**src/design/clock_setup_pkg.sv**
```systemverilog
package clock_setup_pkg;

  // ---------------------------------------------------------------
  // register byte addresses
  // ---------------------------------------------------------------
  localparam logic [11:0] RUN_CLOCK_SETUP_ADDR      = 12'h060;
  localparam logic [11:0] PLL_SETTING_READBACK_ADDR = 12'h064;
  localparam logic [11:0] CLOCK_EVENT_STATUS_ADDR   = 12'h068;
  localparam logic [11:0] CLOCK_EVENT_MASK_ADDR     = 12'h06c;

  // ---------------------------------------------------------------
  // run clock setup fields
  // ---------------------------------------------------------------
  localparam int RCC_W            = 14;
  localparam int POWER_OFF_BIT    = 13;
  localparam int DRIVE_ENABLE_BIT = 12;
  localparam int BYPASS_BIT       = 11;
  localparam int PLL_CHECK_BIT    = 10;
  localparam int CRYSTAL_LSB      = 6;
  localparam int CRYSTAL_W        = 4;
  localparam int OSC_SELECT_LSB   = 4;
  localparam int OSC_SELECT_W     = 2;
  localparam int INT_CHECK_BIT    = 3;
  localparam int MAIN_CHECK_BIT   = 2;
  localparam int INT_OFF_BIT      = 1;
  localparam int MAIN_OFF_BIT     = 0;
  // power-off, drive and bypass set, crystal code 0xb
  localparam logic [RCC_W-1:0] RCC_RESET = 14'h3ac0;

  // ---------------------------------------------------------------
  // readback fields
  // ---------------------------------------------------------------
  localparam int DIVIDER_LSB   = 14;
  localparam int DIVIDER_W     = 2;
  localparam int FEEDBACK_LSB  = 5;
  localparam int FEEDBACK_W    = 9;
  localparam int REFERENCE_W   = 5;
  localparam int READBACK_W    = 16;

  // ---------------------------------------------------------------
  // event bits (status and mask share this layout)
  // ---------------------------------------------------------------
  localparam int EVT_MAIN = 0;
  localparam int EVT_INT  = 1;
  localparam int EVT_PLL  = 2;
  localparam int EVT_W    = 3;

  // ---------------------------------------------------------------
  // bus answers and timing
  // ---------------------------------------------------------------
  localparam logic [1:0] RESP_OKAY   = 2'h0;
  localparam logic [1:0] RESP_SLVERR = 2'h2;
  localparam int CLK_PERIOD_NS       = 10;
  localparam int VERIFY_TIMEOUT_NS   = 10000;
  localparam int VERIFY_CYCLES       = VERIFY_TIMEOUT_NS / CLK_PERIOD_NS;

endpackage : clock_setup_pkg
```
**src/design/clock_setup.sv**
```systemverilog
`timescale 1ns/100ps
module clock_setup
  import clock_setup_pkg::*;
#(
  parameter int VERIFY_LIMIT = VERIFY_CYCLES
) (
  input  wire logic        CLK_SYS,
  input  wire logic        SYS_RST,
  input  wire logic        CE,
  // axi4-lite slave
  input  wire logic [11:0] AWADDR,
  input  wire logic        AWVALID,
  output logic             AWREADY,
  input  wire logic [31:0] WDATA,
  input  wire logic [3:0]  WSTRB,
  input  wire logic        WVALID,
  output logic             WREADY,
  output logic [1:0]       BRESP,
  output logic             BVALID,
  input  wire logic        BREADY,
  input  wire logic [11:0] ARADDR,
  input  wire logic        ARVALID,
  output logic             ARREADY,
  output logic [31:0]      RDATA,
  output logic [1:0]       RRESP,
  output logic             RVALID,
  input  wire logic        RREADY,
  // heartbeats from the watched clocks, asynchronous
  input  wire logic        MAIN_OSC_BEAT,
  input  wire logic        INT_OSC_BEAT,
  input  wire logic        PLL_BEAT,
  // clock tree controls
  output logic [1:0]       OSC_SELECT,
  output logic             MAIN_OSC_OFF,
  output logic             INT_OSC_OFF,
  output logic             PLL_POWER_DOWN,
  output logic             PLL_DRIVE_ON,
  output logic             PLL_NORMAL,
  output logic             SYS_FROM_OSC,
  output logic [1:0]       PLL_OUTPUT_DIVIDER,
  output logic [8:0]       PLL_FEEDBACK,
  output logic [4:0]       PLL_REFERENCE,
  output logic             IRQ
);

  // ---------------------------------------------------------------
  // state
  // ---------------------------------------------------------------
  localparam int CNT_W = $clog2(VERIFY_LIMIT + 1);

  typedef struct packed {
    logic [RCC_W-1:0]      run_clock_setup;       // run clock setup
    logic [READBACK_W-1:0] readback;  // translated pll values
    logic [EVT_W-1:0]      status;    // sticky fault events
    logic [EVT_W-1:0]      mask;      // interrupt enables
    logic                  irq;
    logic                  pll_normal;
    logic [EVT_W-1:0]      sync1;     // beat synchroniser stages
    logic [EVT_W-1:0]      sync2;
    logic [EVT_W-1:0]      sync3;
    logic [EVT_W-1:0]      beat;      // filtered beat level
    logic [EVT_W-1:0][CNT_W-1:0] quiet; // cycles since last beat
    logic                  aw_held;
    logic                  w_held;
    logic [11:0]           awaddr;
    logic [31:0]           wdata;
    logic [3:0]            wstrb;
    logic                  awready;
    logic                  wready;
    logic                  bvalid;
    logic [1:0]            bresp;
    logic                  arready;
    logic                  rvalid;
    logic [1:0]            rresp;
    logic [31:0]           rdata;
  } state_s;

  state_s state_reg;
  state_s state_next;

  // ---------------------------------------------------------------
  // functions
  // ---------------------------------------------------------------
  // crystal code to {divider, feedback, reference}; aims at 200 mhz
  // with reference 0, so osc * (f + 2) / 2 lands near that figure
  // fixed code lookup
  function automatic logic [READBACK_W-1:0] translate(
    input logic [CRYSTAL_W-1:0] code
  );
    logic [FEEDBACK_W-1:0] fb;
    fb = 9'h000;
    case (code)
      4'h4:    fb = 9'h06e;
      4'h5:    fb = 9'h06b;
      4'h6:    fb = 9'h062;
      4'h7:    fb = 9'h060;
      4'h8:    fb = 9'h04f;
      4'h9:    fb = 9'h04e;
      4'ha:    fb = 9'h04c;
      4'hb:    fb = 9'h041;
      4'hc:    fb = 9'h03f;
      4'hd:    fb = 9'h034;
      4'he:    fb = 9'h030;
      4'hf:    fb = 9'h02f;
      // codes 0-3 are not usable with the pll: all fields zero
      default: fb = 9'h000;
    endcase
    // rate set by feedback and reference
    translate = {2'h0, fb, 5'h00};
  endfunction : translate

  // true when the address names a register of this block
  function automatic logic mapped(input logic [11:0] addr);
    if (addr == RUN_CLOCK_SETUP_ADDR) begin
      mapped = 1'b1;
    end else if (addr == PLL_SETTING_READBACK_ADDR) begin
      mapped = 1'b1;
    end else if (addr == CLOCK_EVENT_STATUS_ADDR) begin
      mapped = 1'b1;
    end else if (addr == CLOCK_EVENT_MASK_ADDR) begin
      mapped = 1'b1;
    end else begin
      mapped = 1'b0;
    end
  endfunction : mapped

  // byte-lane merge of a write into an old word
  function automatic logic [31:0] merge(
    input logic [31:0] old,
    input logic [31:0] data,
    input logic [3:0]  strb
  );
    for (int b = 0; b < 4; b++) begin
      merge[b*8 +: 8] = strb[b] ? data[b*8 +: 8] : old[b*8 +: 8];
    end
  endfunction : merge

  // ---------------------------------------------------------------
  // next-state logic
  // ---------------------------------------------------------------
  logic [EVT_W-1:0] beat_in;   // raw asynchronous beats
  logic [EVT_W-1:0] check_on;  // verification enables
  logic [EVT_W-1:0] fault;     // one-cycle fault events
  logic [EVT_W-1:0] w1c;       // status bits cleared by software
  logic [31:0]      wword;     // merged write word
  logic             do_write;  // address and data both held

  assign beat_in = {PLL_BEAT, INT_OSC_BEAT, MAIN_OSC_BEAT};

  // one process builds the whole next state
  always_comb begin
    state_next = state_reg;
    fault      = '0;
    w1c        = '0;
    wword      = 32'h0000_0000;
    do_write   = 1'b0;

    check_on[EVT_PLL]  = state_reg.run_clock_setup[PLL_CHECK_BIT];
    check_on[EVT_INT]  = state_reg.run_clock_setup[INT_CHECK_BIT];
    check_on[EVT_MAIN] = state_reg.run_clock_setup[MAIN_CHECK_BIT];

    // three-stage synchroniser; only stage two reads stage one
    state_next.sync1 = beat_in;
    state_next.sync2 = state_reg.sync1;
    state_next.sync3 = state_reg.sync2;

    // a beat counts once stages two and three agree on a new level;
    // a silent source raises one fault per timeout, then restarts
    for (int i = 0; i < EVT_W; i++) begin
      if (!check_on[i]) begin
        // timer idle while its check is off
        state_next.quiet[i] = '0;
      end else if (state_reg.sync2[i] == state_reg.sync3[i] &&
                   state_reg.sync2[i] != state_reg.beat[i]) begin
        state_next.quiet[i] = '0;
      end else if (state_reg.quiet[i] == CNT_W'(VERIFY_LIMIT - 1)) begin
        state_next.quiet[i] = '0;
        fault[i]            = 1'b1;
      end else begin
        state_next.quiet[i] = state_reg.quiet[i] + CNT_W'(1);
      end
      if (state_reg.sync2[i] == state_reg.sync3[i]) begin
        state_next.beat[i] = state_reg.sync2[i];
      end
    end

    // --- write channel: address and data accepted in either order
    if (AWVALID && state_reg.awready) begin
      state_next.aw_held = 1'b1;
      state_next.awaddr  = AWADDR;
    end
    if (WVALID && state_reg.wready) begin
      state_next.w_held = 1'b1;
      state_next.wdata  = WDATA;
      state_next.wstrb  = WSTRB;
    end
    if (state_reg.aw_held && state_reg.w_held && !state_reg.bvalid) begin
      do_write           = 1'b1;
      state_next.aw_held = 1'b0;
      state_next.w_held  = 1'b0;
      state_next.bvalid  = 1'b1;
      state_next.bresp   = mapped(state_reg.awaddr) ? RESP_OKAY
                                                    : RESP_SLVERR;
    end
    if (state_reg.bvalid && BREADY) begin
      state_next.bvalid = 1'b0;
    end

    // register writes; readback is read-only and ignores writes
    if (do_write) begin
      if (state_reg.awaddr == RUN_CLOCK_SETUP_ADDR) begin
        wword = merge({18'h0, state_reg.run_clock_setup}, state_reg.wdata,
                      state_reg.wstrb);
        state_next.run_clock_setup = wword[RCC_W-1:0];
      end else if (state_reg.awaddr == CLOCK_EVENT_MASK_ADDR) begin
        wword = merge({29'h0, state_reg.mask}, state_reg.wdata,
                      state_reg.wstrb);
        state_next.mask = wword[EVT_W-1:0];
      end else if (state_reg.awaddr == CLOCK_EVENT_STATUS_ADDR) begin
        wword = merge(32'h0, state_reg.wdata, state_reg.wstrb);
        w1c   = wword[EVT_W-1:0];
      end
    end

    // sticky events; a fault in the clearing cycle survives
    state_next.status = (state_reg.status & ~w1c) | fault;
    state_next.irq    = |(state_next.status & state_next.mask);

    state_next.readback =
      translate(state_next.run_clock_setup[CRYSTAL_LSB +: CRYSTAL_W]);
    // normal only with power-off and drive bits both clear
    state_next.pll_normal = !state_next.run_clock_setup[POWER_OFF_BIT] &&
                            !state_next.run_clock_setup[DRIVE_ENABLE_BIT];

    // --- read channel: one read at a time
    if (ARVALID && state_reg.arready) begin
      state_next.rvalid = 1'b1;
      state_next.rresp  = mapped(ARADDR) ? RESP_OKAY : RESP_SLVERR;
      if (ARADDR == RUN_CLOCK_SETUP_ADDR) begin
        state_next.rdata = {18'h0, state_reg.run_clock_setup};
      end else if (ARADDR == PLL_SETTING_READBACK_ADDR) begin
        state_next.rdata = {16'h0, state_reg.readback};
      end else if (ARADDR == CLOCK_EVENT_STATUS_ADDR) begin
        state_next.rdata = {29'h0, state_reg.status};
      end else if (ARADDR == CLOCK_EVENT_MASK_ADDR) begin
        state_next.rdata = {29'h0, state_reg.mask};
      end else begin
        state_next.rdata = 32'h0000_0000;
      end
    end else if (state_reg.rvalid && RREADY) begin
      state_next.rvalid = 1'b0;
    end

    // readies registered so the ports come from flops; a taken
    // channel stays closed until its response has gone
    state_next.awready = !state_next.aw_held && !state_next.bvalid;
    state_next.wready  = !state_next.w_held && !state_next.bvalid;
    state_next.arready = !state_next.rvalid;
  end

  // ---------------------------------------------------------------
  // state register
  // ---------------------------------------------------------------
  // synchronous reset; clock enable low freezes everything
  always_ff @(posedge CLK_SYS) begin
    if (SYS_RST) begin
      state_reg <= '0;
      // crystal code resets to 6 mhz
      state_reg.run_clock_setup        <= RCC_RESET;
      state_reg.readback   <= translate(RCC_RESET[CRYSTAL_LSB +:
                                                  CRYSTAL_W]);
      state_reg.awready    <= 1'b1;
      state_reg.wready     <= 1'b1;
      state_reg.arready    <= 1'b1;
    end else if (CE) begin
      state_reg <= state_next;
    end
  end

  // ---------------------------------------------------------------
  // outputs, all straight from the state register
  // ---------------------------------------------------------------
  assign AWREADY = state_reg.awready;
  assign WREADY  = state_reg.wready;
  assign BVALID  = state_reg.bvalid;
  assign BRESP   = state_reg.bresp;
  assign ARREADY = state_reg.arready;
  assign RVALID  = state_reg.rvalid;
  assign RRESP   = state_reg.rresp;
  assign RDATA   = state_reg.rdata;
  assign IRQ     = state_reg.irq;

  assign OSC_SELECT     = state_reg.run_clock_setup[OSC_SELECT_LSB +: OSC_SELECT_W];
  assign MAIN_OSC_OFF   = state_reg.run_clock_setup[MAIN_OFF_BIT];
  assign INT_OSC_OFF    = state_reg.run_clock_setup[INT_OFF_BIT];
  assign PLL_POWER_DOWN = state_reg.run_clock_setup[POWER_OFF_BIT];
  assign PLL_DRIVE_ON   = state_reg.pll_normal;
  assign PLL_NORMAL     = state_reg.pll_normal;
  assign SYS_FROM_OSC   = state_reg.run_clock_setup[BYPASS_BIT];
  assign PLL_OUTPUT_DIVIDER =
    state_reg.readback[DIVIDER_LSB +: DIVIDER_W];
  // feedback and reference to the pll
  assign PLL_FEEDBACK   = state_reg.readback[FEEDBACK_LSB +: FEEDBACK_W];
  assign PLL_REFERENCE  = state_reg.readback[REFERENCE_W-1:0];

endmodule : clock_setup

```
**config.mk**
```make
export PLATFORM = sky130hd
export DESIGN_NAME = clock_setup
export DESIGN_NICKNAME = d
export VERILOG_FILES = /design/src/design/clock_setup_pkg.sv /design/src/design/clock_setup.sv
export SDC_FILE = /design/constraint.sdc
export NUM_CORES = 1
export LEC_CHECK = 0
export ABC_AREA = 1
export BUFFER_PORTS_ARGS = -buffer_cell sky130_fd_sc_hd__buf_2
export CELL_PAD_IN_SITES_DETAIL_PLACEMENT = 2
export CELL_PAD_IN_SITES_GLOBAL_PLACEMENT = 2
export CORE_MARGIN = 3
export CORE_UTILIZATION = 27
export DETAILED_ROUTE_END_ITERATION = 10
export GPL_ROUTABILITY_DRIVEN = 1
export HOLD_SLACK_MARGIN = 0.08
export PLACE_DENSITY = 0.83
export SYNTH_ARGS = -nofsm -noshare
export SYNTH_HDL_FRONTEND = slang
export SYNTH_SLANG_ARGS = --single-unit
export TNS_END_PERCENT = 20
```
**constraint.sdc**
```tcl
create_clock -name CLK_SYS -period 1.8 [get_ports CLK_SYS]
set_input_delay 0.27 -clock CLK_SYS [delete_from_list [all_inputs] [get_ports CLK_SYS]]
set_output_delay 0.27 -clock CLK_SYS [all_outputs]
set_load 0.05 [all_outputs]
```
== After elaboration in Yosys (flattened, before gate mapping) ==
Memory sizes are Yosys's and may differ from the RTL's. A register that Yosys moved wholly into a read port is not among the register bits.
Cells that the tools add are included.
Storage, ports and cells
  latch bits: 0
  output and inout port bits: 66
  memory bits (writable): 0
  register bits after elaboration: 144
  memory bits (read-only): 112
  memories kept: 1
Operators by class
  add/sub/neg operators: 3
  bitwise operators: 4
  reductions and logical operators: 30
  order comparisons: 0
  divide/modulo/power cells: 0
  eq/ne operators: 17
  multiply operators: 0
  multiplexer cells: 55
  shift-type cells: 0
Memories
  (no name shown): depth 16, width 7, read ports 1, clocked after Yosys merged registers in 1, write ports 0, line clock_setup.sv:92  | case (code)
Operator list (count)
  $eq A12 B7 Y1 const B: 8
  $mux W32: 3
  $mux W10: 9
  $mux W3: 11
  $add A10 B1 Y10 const B: 3
  $eq A10 B10 Y1 const B: 3
  $mux W14: 2
  $mux W1: 25
  $reduce_and A2 Y1: 7
  $logic_and A1 B1 Y1: 13
  $mux W8: 1
  $reduce_and A4 Y1: 2
  $logic_not A1 Y1: 7
  $and A3 B3 Y3: 2
  $mux W2: 3
  $mux W6: 1
  $eq A1 B1 Y1: 3
  $ne A1 B1 Y1: 3
  $not A3 Y3: 1
  $or A3 B3 Y3: 1
  $reduce_or A3 Y1: 1

== Longest topological paths before layout ==
Gate-level depths: netlist of the first run.
  word-level depth: 11
  depth in mapped cells: 17

== Worst setup path before layout of the first run ==
OpenSTA, ideal clock, no wires.
  path kind: reg2reg
  start point: reg state_reg, in the netlist BVALID
  end point: reg PLL_FEEDBACK[3] (netlist name)
  period minus slack after synthesis: 2.146 ns
  slack: -0.346 ns
  path buffers: 0
  cell stages (with the launch flop): 15
  arrival: 2.037 ns
  library setup time: 0.109 ns
  cell sequence: dfxtp_1 inv_1 nand3_2 nor2_2 nand3_1 inv_2 o21ai_0 inv_1 ha_1 nand3_1 nand2_1 nand2_1 nand3_1 nand2_1 inv_1
RTL lines
  start, declared: line clock_setup.sv:78  | state_s state_reg;
  start signal, assigned: line clock_setup.sv:276  | state_reg <= state_next;

==> results of run 1 <==
-- cell type report --
cell class              instances  area (um2)
inverters                     114         435
clock buffers                  21         480
flip-flops and latches        121        2430
multi-input cells             504        2800
fillers                      2514       13900
diodes                          1        2.50
clock inverters                11        96.3
well taps                     275         344
repair buffers                133         830
-- critical path, delay by kind of cell (launching register included) --
kind          cells  cell delay, ns
fa+ha+maj         1            0.18
buf+inv           4            0.32
flops             1            0.33
simple gates     10            1.02
-- worst min path at each step --
stage	start	end	slack, ns	cells after the start
after CTS	AWADDR[11]	state_reg[88]	0.12	3
after floorplan	MAIN_OSC_BEAT	state_next[127]	0.40	2
after global placement	state_reg[48]	state_reg[48]	0.44	2
final	AWADDR[11]	state_reg[88]	0.12	3
after global routing	WDATA[8]	state_reg[53]	0.14	3
after detailed placement	state_reg[83]	state_reg[83]	0.44	2
-- metrics by stage --
step / hold WS [ns] / worst slack, ns / total power [mW] / instance area, um2 / TNS, ns
floorplan: 0.405 / 0.0123 / 3.55 / 6070 / 0
global placement: 0.435 / -0.0812 / 3.71 / 6610 / -0.144
detailed placement: 0.440 / -0.179 / 3.74 / 6610 / -0.447
CTS: 0.119 / -0.00190 / 7.10 / 7350 / -0.00190
global route: 0.140 / -0.138 / 7.38 / 7430 / -0.943
finish: 0.118 / -0.100 / 7.10 / 7430 / -0.174
-- cells in the final DEF, fill, tap and decap left out, types with 4 or more instances in the layout --
| cell | n |
|---|---|
| dfxtp_1 | 113 |
| inv_1 | 102 |
| nand2_1 | 98 |
| buf_2 | 87 |
| o21ai_0 | 70 |
| a21oi_1 | 68 |
| nor2_1 | 65 |
| buf_4 | 39 |
| conb_1 | 29 |
| nand3_1 | 28 |
| nor3_1 | 17 |
| clkbuf_16 | 17 |
| nand2_2 | 13 |
| nor2_4 | 10 |
| a211oi_1 | 10 |
| o21a_1 | 10 |
| inv_2 | 9 |
| o211ai_1 | 9 |
| nand4_1 | 8 |
| nand2_4 | 7 |
| o221ai_1 | 7 |
| dfxtp_2 | 7 |
| xor2_1 | 5 |
| clkinvlp_4 | 5 |
| nand3_4 | 4 |
| nand3b_1 | 4 |
| o211a_1 | 4 |
| ha_1 | 4 |
| clkbuf_8 | 4 |
| clkinv_2 | 4 |
-- what timing repair did --
action,CTS,global route
hold endpoints to repair,3,0
setup endpoints to repair,6,23
hold buffers,3,0
buffers inserted,3,1
pin swaps,14,11
gates resized for setup,29,23
-- routing by layer --
| metal | track usage | wire length, um | vias up | part of all wire |
|---|---|---|---|---|
| met3 | 0.0414 | 751 | 39 | 0.035 |
| met2 | 0.335 | 11400 | 113 | 0.53 |
| met1 | 0.210 | 9040 | 2786 | 0.42 |
| li1 | - | - | 2714 | - |
| met4 | 0.0606 | 440 | 0 | 0.020 |
| met5 | 0 | 0 | - | 0 |
-- cell families after synthesis --
logic type	after synthesis	share of synthesized area
other	1	0.000631
adder cells (fa/ha/maj)	7	0.0147
flip-flops	121	0.408
AND/OR/NAND/NOR	269	0.216
AO/OA/AOI/OAI	192	0.185
buffers and inverters	201	0.166
XOR/XNOR	7	0.0103
-- power groups by stage --
stage	Sequential (mW)	Clock (mW)	Combinational (mW)
floorplan	2.92	0	0.628
global placement	2.91	0	0.795
detailed placement	2.92	0	0.821
CTS	2.87	3.38	0.848
global route	2.88	3.55	0.942
finish	2.87	3.37	0.866
==> run metrics, run 1 <==
via count 5,652; total grt overflow 0; crit path setup slack, layout -0.100 ns; clk slew on worst S/H paths 0.06 ns; die area 23,800 um2; sequential area share after synthesis 0.408; Logic pwr share 0.122; crit path cell chain nor2_4, nand2_4, nor2_8, nand4_1, nand2_2, inv_2, buf_4, ha_4, inv_4, nand2_4, nand2_4, nand2_2, nand3_2, nand2_1, inv_1; DRT iter0 DRCs around 220; Setup Viol. Count Final 3; outcome complete, but fails checks; Yosys Warn Count 0; Post-synth EDFFs 0; gr usage total 0.183; Final Cycle Share 1.06; Max Slew Vio Count 0; top cell type's share of synthesized area 0.408; worst-path maximum fanout 3; Startpoint Class flip-flop; R2R Path Start state_reg[88]; Peak Freq 526 MHz; TritonCTS Buffers 17; first-pass GRT wire length 34,600 um; Synth Flop Type dfxtp_1; Setup crit end PLL_FEEDBACK[3]; peak supply drop 691 uV; sw frac 0.287; measured slew at the worst slew-check pin 0.498 ns; drt pass-1 iters 4; RSZ-0062 raised after global routing true; Mean Syn Cell Area 7.45 um2; Layout Cells excl Fill 1,180; H-tree levels 4; largest net degree at the start of global routing 41; Power Dens Cells 957 nW/um2; Rows 53; residual DRC count 0; most common cell in the synthesized netlist dfxtp_1; share of cells above drive strength 1 0.254; Routed Antenna Nets 0; clk_lat worst skew 0.43 ns; crit path capture type flip-flop; area of the core roughly 21,000 um2; area leader, netlist dfxtp_1; Vias/cell 4.79; clock network fraction of total power 0.474; Final #Nets ~970; max FFs per register between 70 and 80; crit path from state_reg[88]; R2R cell count 15; Critical Path AT 2.28 ns; I/O pins 137; hold crit path type input pin to flip-flop; internal power 5.07 mW; final hold violations 0; CTS tree built; P_sw 2.04 mW; worst r2r dst PLL_FEEDBACK[3]; Async S/R FF share, synth 0; top cells by area, synth dfxtp_1, buf_4, inv_1, nand2_1, o21ai_0; initial antenna violation count 1; Max Buffers Root-to-Sink 2; cell mode on critical path nand2_4; Worst slew margin 0.664; Synth Cell Area 5940 um2; hpwl dp 13,900 um; wire per inst 18.3 um; initial core utilization 0.278; Die Width between 150 and 200 um; clk_skew ~0.0099 ns; Util after Layout 0.348; Syn Inst Count about 800; failing checks negative setup slack; CP Data Required Time 2.18 ns; vias in the first global route roughly 6,300; Critical-path top delay cell dfxtp_2; gp weighted congestion 0.785; synth cell count leaders dfxtp_1, inv_1, nand2_1; root buffer cell clkbuf_16; CTS Sinks 121; synthesized flop and latch total 121; crit path time final 1.90 ns; WS Path Type flip-flop to flip-flop; post-synth cell types 46; largest stage delay on the critical path 0.33 ns; register share of total power 0.404; area grow syn2layout 25.0%; DIE HEIGHT 154 um; Pleak 3.27 nW; port bufs 87; FF-to-FF setup slack -0.10 ns; final wirelength approximately 22,000 um; MaxCap Viol Count 0; dpl cells ~1,100
No activity file was read; power rests on OpenSTA's default activity.
==> inputs of run 2 (changes only) <==
- ABC_AREA: 1 -> default
- CORE_UTILIZATION: 27 -> 28
==> run metrics, run 2 <==
share of cells above drive strength 1 0.293 (+0.0382); sw frac 0.248 (-0.0392); Mean Syn Cell Area 8.39 um2 (+13%); Sequential cell area 2430 um2 (-0.26%); gr usage total 0.195 (+0.0123); sequential area share after synthesis 0.419 (+0.0114); total grt overflow 0 (unchanged); Critical Path AT 2.76 ns (+0.48 ns); WS Path Type flip-flop to flip-flop; vias in the first global route 5,938 (-5.1%); largest net degree at the start of global routing 44 (+7.3%); CTS Sinks 121 (unchanged); Vias/cell 5.05 (+5.5%); register share of total power 0.384 (-0.020); hpwl dp 13,300 um (-4.6%); Final #Nets 892 (-7.9%); crit path setup slack, layout -0.605 ns (-0.505 ns); MaxCap Viol Count 0 (unchanged); Max Slew Vio Count 0 (unchanged); DIE HEIGHT 150 um (-3.0%); Startpoint Class flip-flop; most common cell in the synthesized netlist dfxtp_1; Final Cycle Share 1.34 (+0.281); R2R cell count 9 (-6); post-place setup slack -0.610 ns (-0.431 ns); first-pass GRT wire length 33,600 um (-3.0%); final wirelength 22,400 um (+3.5%); peak supply drop 519 uV (-25%); dpl cells 1,036 (-9.1%); synthesized flop and latch total 121 (unchanged); TritonCTS Buffers 17 (unchanged); DRT iter0 DRCs 298 (+36%); initial core utilization 0.291 (+0.0130); area grow syn2layout 32.4%; multi-input combinational cell area 3060 um2 (+9.2%); RSZ-0062 raised after global routing true; failing checks negative setup slack; Synth Flop Type dfxtp_1; hold crit path type input pin to flip-flop; Pleak 3.08 nW (-5.6%); Layout Cells excl Fill 1,092 (-7.5%); crit path capture type flip-flop; Yosys Warn Count 0 (unchanged); top cell type's share of synthesized area 0.419 (+0.0114); measured slew at the worst slew-check pin 0.564 ns (+0.0665 ns); initial antenna violation count 0 (-1); final hold violations 0 (unchanged); clock network fraction of total power 0.521 (+0.047); Peak Freq 416 MHz (-21%); die area 22,400 um2 (-6.0%); worst r2r dst PLL_FEEDBACK[3]; wire per inst 20.5 um (+12%); Async S/R FF share, synth 0 (unchanged); crit path from state_reg[88]; Util after Layout 0.386 (+0.0379); Setup crit end PLL_FEEDBACK[3]; post-synth cell types 66 (+43%); Antenna Diode Count 0 (-1); port bufs 87 (unchanged); worst-path maximum fanout 4 (+1); R2R Path Start state_reg[88]; P_sw 1.81 mW (-11%); residual DRC count 0 (unchanged); Final Hold Slack 0.0884 ns (-0.0291 ns); Post-synth EDFFs 0 (unchanged); clk_skew 0.0141 ns (+0.00423 ns); drt pass-1 iters 5 (+1); Synth Cell Area 5780 um2 (-2.7%); Syn Inst Count 689 (-14%); Die Width 150 um (-3.0%); Max Buffers Root-to-Sink 2 (unchanged); Rows 51 (-3.8%); internal power 5.49 mW (+8.3%); FILL cells 2,192 (-13%); Routed Antenna Nets 0 (unchanged); H-tree levels 4 (unchanged); commonest cells after routing, fill and taps aside dfxtp_1, nand2_1, buf_2; I/O pins 137 (unchanged); max FFs per register 76 (unchanged); Setup Viol. Count Final 22 (+19); top cells by area, synth dfxtp_1, buf_4, nand2_1, a21oi_1, nor2_1; Power Dens Cells 953 nW/um2 (-0.40%); area of the core 19,800 um2 (-7.1%); CP Data Required Time 2.15 ns (-0.03 ns); clk_lat worst skew 0.44 ns (about the same); most common cell after layout, fill and taps aside dfxtp_1; Worst slew margin 0.624 (-0.0408); outcome complete, but fails checks; FF-to-FF setup slack -0.61 ns (-0.50 ns); CTS tree built; via count 5,516 (-2.4%); clk slew on worst S/H paths 0.07 ns (about the same); synth cell count leaders dfxtp_1, nand2_1, nor2_1; root buffer cell clkbuf_16; crit path time final 2.41 ns (+0.505 ns); gp weighted congestion 0.779 (-0.73%); area leader, netlist dfxtp_1; Logic pwr share 0.096 (-0.026)
-- run 2: changes by cell type in the layout (fill, tap and decap cells not counted), sizes merged, moves of 8 or more --
cell / before / now
inv: 114 / 12
and3: 2 / 12
nor3: 20 / 8
xnor2: 2 / 10
buf: 130 / 152
o211ai: 9 / 0
mux2i: 0 / 21
o21ai: 74 / 19
o21a: 10 / 2
a22oi: 1 / 11
dlygate4sd3: 3 / 15
nand2: 118 / 100
mux2: 0 / 9
-- run 2: cells by family (layout without fill, tap and decap cells) --
kind of cell             count (synthesis)  after routing  synth area share
flip-flops                             121            121             0.419
multiplexers                            30             30            0.0552
buffers and inverters                  102            212             0.108
other                                    1             29          0.000649
XOR/XNOR                                21             21            0.0318
AND/OR/NAND/NOR                        278            278             0.232
AO/OA/AOI/OAI                          129            129             0.137
adder cells (fa/ha/maj)                  7              7            0.0152
-- run 2: cell type report --
class | instances | area share
Sequential cell | 121 | 0.317
Inverter | 13 | 0.00638
Tap cell | 265 | 0.0433
Multi-Input combinational cell | 494 | 0.400
Clock inverter | 9 | 0.0222
Clock buffer | 23 | 0.0611
Timing Repair Buffer | 167 | 0.150
-- run 2: worst max-delay path, stage by stage, from the launching register on --
cell      delay [ns]
dfxtp_2         0.33
nor4_4          0.33
nand3_2         0.16
nor2_4          0.22
mux2i_2         0.31
inv_2           0.10
ha_1            0.24
and3b_2         0.29
o21ai_2         0.09
a311oi_2        0.25
-- run 2: worst min path at each step --
stage,startpoint,end,slack [ns],cells after the start
floorplan,WDATA[11],state_reg[56],0.41,2
global placement,state_reg[56],state_reg[56],0.44,2
detailed placement,state_reg[85],state_reg[85],0.45,2
CTS,WSTRB[1],state_reg[42],0.08,3
global route,AWADDR[1],state_reg[78],0.10,3
finish,AWADDR[6],state_reg[83],0.09,3
-- run 2: through the flow --
| step | power [mW] | TNS [ns] | area [um2] |
|---|---|---|---|
| finish | 7.29 | -5.01 | 7650 |
| CTS | 7.31 | -4.87 | 7550 |
| global route | 7.56 | -7.41 | 7650 |
| floorplan | 3.32 | -2.53 | 5930 |
| global placement | 3.46 | -3.20 | 6580 |
| detailed placement | 3.48 | -4.64 | 6580 |
-- run 2: power by group through the flow --
stage | combinational (mW) | clock [mW] | sequential [mW]
after floorplan | 0.449 | 0 | 2.87
after global placement | 0.619 | 0 | 2.84
after detailed placement | 0.633 | 0 | 2.85
after CTS | 0.681 | 3.83 | 2.80
after global routing | 0.745 | 4.01 | 2.80
final | 0.697 | 3.80 | 2.80
-- run 2: routing by layer --
metal  GRT usage  up-vias  part of all wire
li1            -     2544                 -
met1       0.228     2744              0.40
met2       0.345      188              0.52
met3      0.0485       40             0.051
met4      0.0732        0             0.027
met5           0        -                 0
-- run 2: what timing repair did --
action / CTS / global route
pin swaps: 15 / 8
endpoints found under the hold margin: 15 / 0
buffers inserted: 8 / 2
gates resized for setup: 29 / 18
hold buffers: 15 / 0
setup endpoints to repair: 33 / 46
==> inputs of run 3 (changes only) <==
==> constraint.sdc (replaced) <==
create_clock -name CLK_SYS -period 1.8 [get_ports CLK_SYS]
set_input_delay 0.09 -clock CLK_SYS [delete_from_list [all_inputs] [get_ports CLK_SYS]]
set_output_delay 0.09 -clock CLK_SYS [all_outputs]
set_load 0.05 [all_outputs]
==> run metrics, run 3 (same netlist as run 2, synthesis figures left out) <==
hold endpoint WREADY; most common cell after layout, fill and taps aside dfxtp_1; buffer and inverter count on the worst path 2 (+1); via count 5,773 (+4.7%); Die Width 150 um (unchanged); DRT iter0 DRCs 330 (+11%); clk slew on worst S/H paths 0.06 ns (about the same); FILL cells 2,195 (+0.14%); Power Dens Cells 903 nW/um2 (-5.2%); Worst Hold Path Cells 3 (unchanged); crit path capture type flip-flop; port bufs 87 (unchanged); Antenna Diode Count 0 (unchanged); total power 7.06 mW (-3.1%); R2R Path Start state_reg[88]; Worst slew margin 0.577 (-0.0466); Setup TNS -7.94 ns (-2.93 ns); R2R cell count 10 (+1); CTS Sinks 121 (unchanged); area of the core 19,800 um2 (unchanged); DIE HEIGHT 150 um (unchanged); Top Family by Delay on Critical Path simple AND/OR/NAND/NOR gates; min-delay src WVALID; hpwl dp 13,200 um (-0.58%); failing checks negative setup slack; TritonCTS Buffers 17 (unchanged); WS Path Type flip-flop to flip-flop; initial antenna violation count 0 (unchanged); die area 22,400 um2 (unchanged); root buffer cell clkbuf_16; MaxCap Viol Count 0 (unchanged); Max Buffers Root-to-Sink 2 (unchanged); Peak Freq 379 MHz (-8.8%); gr usage total 0.211 (+0.0158); measured slew at the worst slew-check pin 0.634 ns (+0.0700 ns); peak supply drop 660 uV (+27%); Final #Nets 910 (+2.0%); Final Hold Slack 0.106 ns (+0.0171 ns); max FFs per register 76 (unchanged); gp weighted congestion 0.777 (-0.22%); commonest cells after routing, fill and taps aside dfxtp_1, nand2_1, buf_2; largest net degree at the start of global routing 46 (+4.5%); outcome complete, but fails checks; Layout Cells excl Fill 1,110 (+1.6%); dpl cells 1,032 (-0.39%); residual DRC count 0 (unchanged); Max Slew Vio Count 0 (unchanged); area grow syn2layout 35.3%; Routed Antenna Nets 0 (unchanged); Critical Path AT 2.97 ns (+0.21 ns); Setup Viol. Count Final 31 (+41%); Pleak 3.14 nW (+1.8%); largest stage delay on the critical path 0.34 ns (about the same); first-pass GRT wire length 36,100 um (+7.4%); FF-to-FF setup slack -0.84 ns (-0.23 ns); CP Data Required Time 2.13 ns (-0.02 ns); Critical-path top delay cell dfxtp_2; worst-path maximum fanout 3 (-1); crit path cell chain nor4_4, nand3_2, nor2_4, buf_12, mux2i_4, inv_2, ha_2, a21oi_1, nor3_1, nor4_1; initial core utilization 0.291 (unchanged); drt pass-1 iters 5 (unchanged); vias in the first global route 6,256 (+5.4%); final hold violations 0 (unchanged); hold crit path type input pin to flip-flop; clk_lat worst skew 0.44 ns (about the same); H-tree levels 4 (unchanged); crit path setup slack, layout -0.839 ns (-0.233 ns); clk_skew 0.0131 ns (-0.00101 ns); Vias/cell 5.20 (+3.0%); RSZ-0062 raised after global routing true; CTS tree built; Startpoint Class flip-flop; crit path time final 2.64 ns (+0.233 ns); total grt overflow 0 (unchanged); Final Cycle Share 1.47 (+0.130); worst r2r dst PLL_FEEDBACK[1]; wire per inst 22.3 um (+8.9%); share of cells above drive strength 1 0.297 (+0.00442); final wirelength 24,700 um (+11%); Rows 51 (unchanged); I/O pins 137 (unchanged)
## run 3: cell count changes in the layout (fill, tap and decap cells not counted), sizes merged
cell         before  now
buf             152  151
clkinv            5    8
bufinv            5    2
inv              12   13
clkbuf           23   18
dlygate4sd3      15   34
clkinvlp          0    4
## run 3: worst reg2reg max path: stages, from the launching register on
cell	delay, ns
dfxtp_2	0.34
nor4_4	0.33
nand3_2	0.17
nor2_4	0.23
buf_12	0.14
mux2i_4	0.28
inv_2	0.09
ha_2	0.20
a21oi_1	0.31
nor3_1	0.15
nor4_1	0.30
## run 3: worst max path at each step
stage	startpoint	endpoint	cells past startpoint
floorplan	BVALID	PLL_FEEDBACK[1]	10
global placement	state_reg[88]	PLL_FEEDBACK[3]	9
detailed placement	state_reg[88]	PLL_FEEDBACK[3]	9
CTS	state_reg[81]	PLL_FEEDBACK[3]	10
global route	state_reg[88]	PLL_FEEDBACK[1]	10
finish	state_reg[88]	PLL_FEEDBACK[1]	10
## run 3: through the flow
step / util / cell area, um2 / worst slack [ns]
after global routing: 0.394 / 7820 / -0.911
after floorplan: - / 5930 / -0.470
after CTS: 0.387 / 7680 / -0.628
after global placement: 0.329 / 6540 / -0.459
final: 0.394 / 7820 / -0.839
after detailed placement: 0.329 / 6540 / -0.661
## run 3: final cells by class
| type | instances | area [um2] | area share |
|---|---|---|---|
| repair buffers | 185 | 1330 | 0.170 |
| inverters | 13 | 48.8 | 0.00624 |
| clock buffers | 18 | 439 | 0.0562 |
| well taps | 265 | 332 | 0.0424 |
| flip-flops and latches | 121 | 2430 | 0.311 |
| multi-input cells | 494 | 3100 | 0.396 |
| clock inverters | 14 | 150 | 0.0192 |
## run 3: timing repair
action / CTS / global route
endpoints found under the hold margin: 34 / 0
resized for setup: 32 / 28
pin swaps: 19 / 11
cloned: 0 / 0
hold buffers: 34 / 0
setup buffers: 11 / 4
setup endpoints to repair: 33 / 42
## run 3: routing by layer
layer  GRT usage  vias up  routed length, um
li1            -     2580                  -
met1       0.242     2922               9930
met2       0.370      224              12700
met3      0.0518       47               1470
met4      0.0993        0                660
met5           0        -                  0
## run 3: report_power, final
group / switching, mW / total, mW / internal (mW)
combinational: 0.499 / 0.755 / 0.256
clock: 1.43 / 3.50 / 2.08
sequential: 0.0671 / 2.81 / 2.74
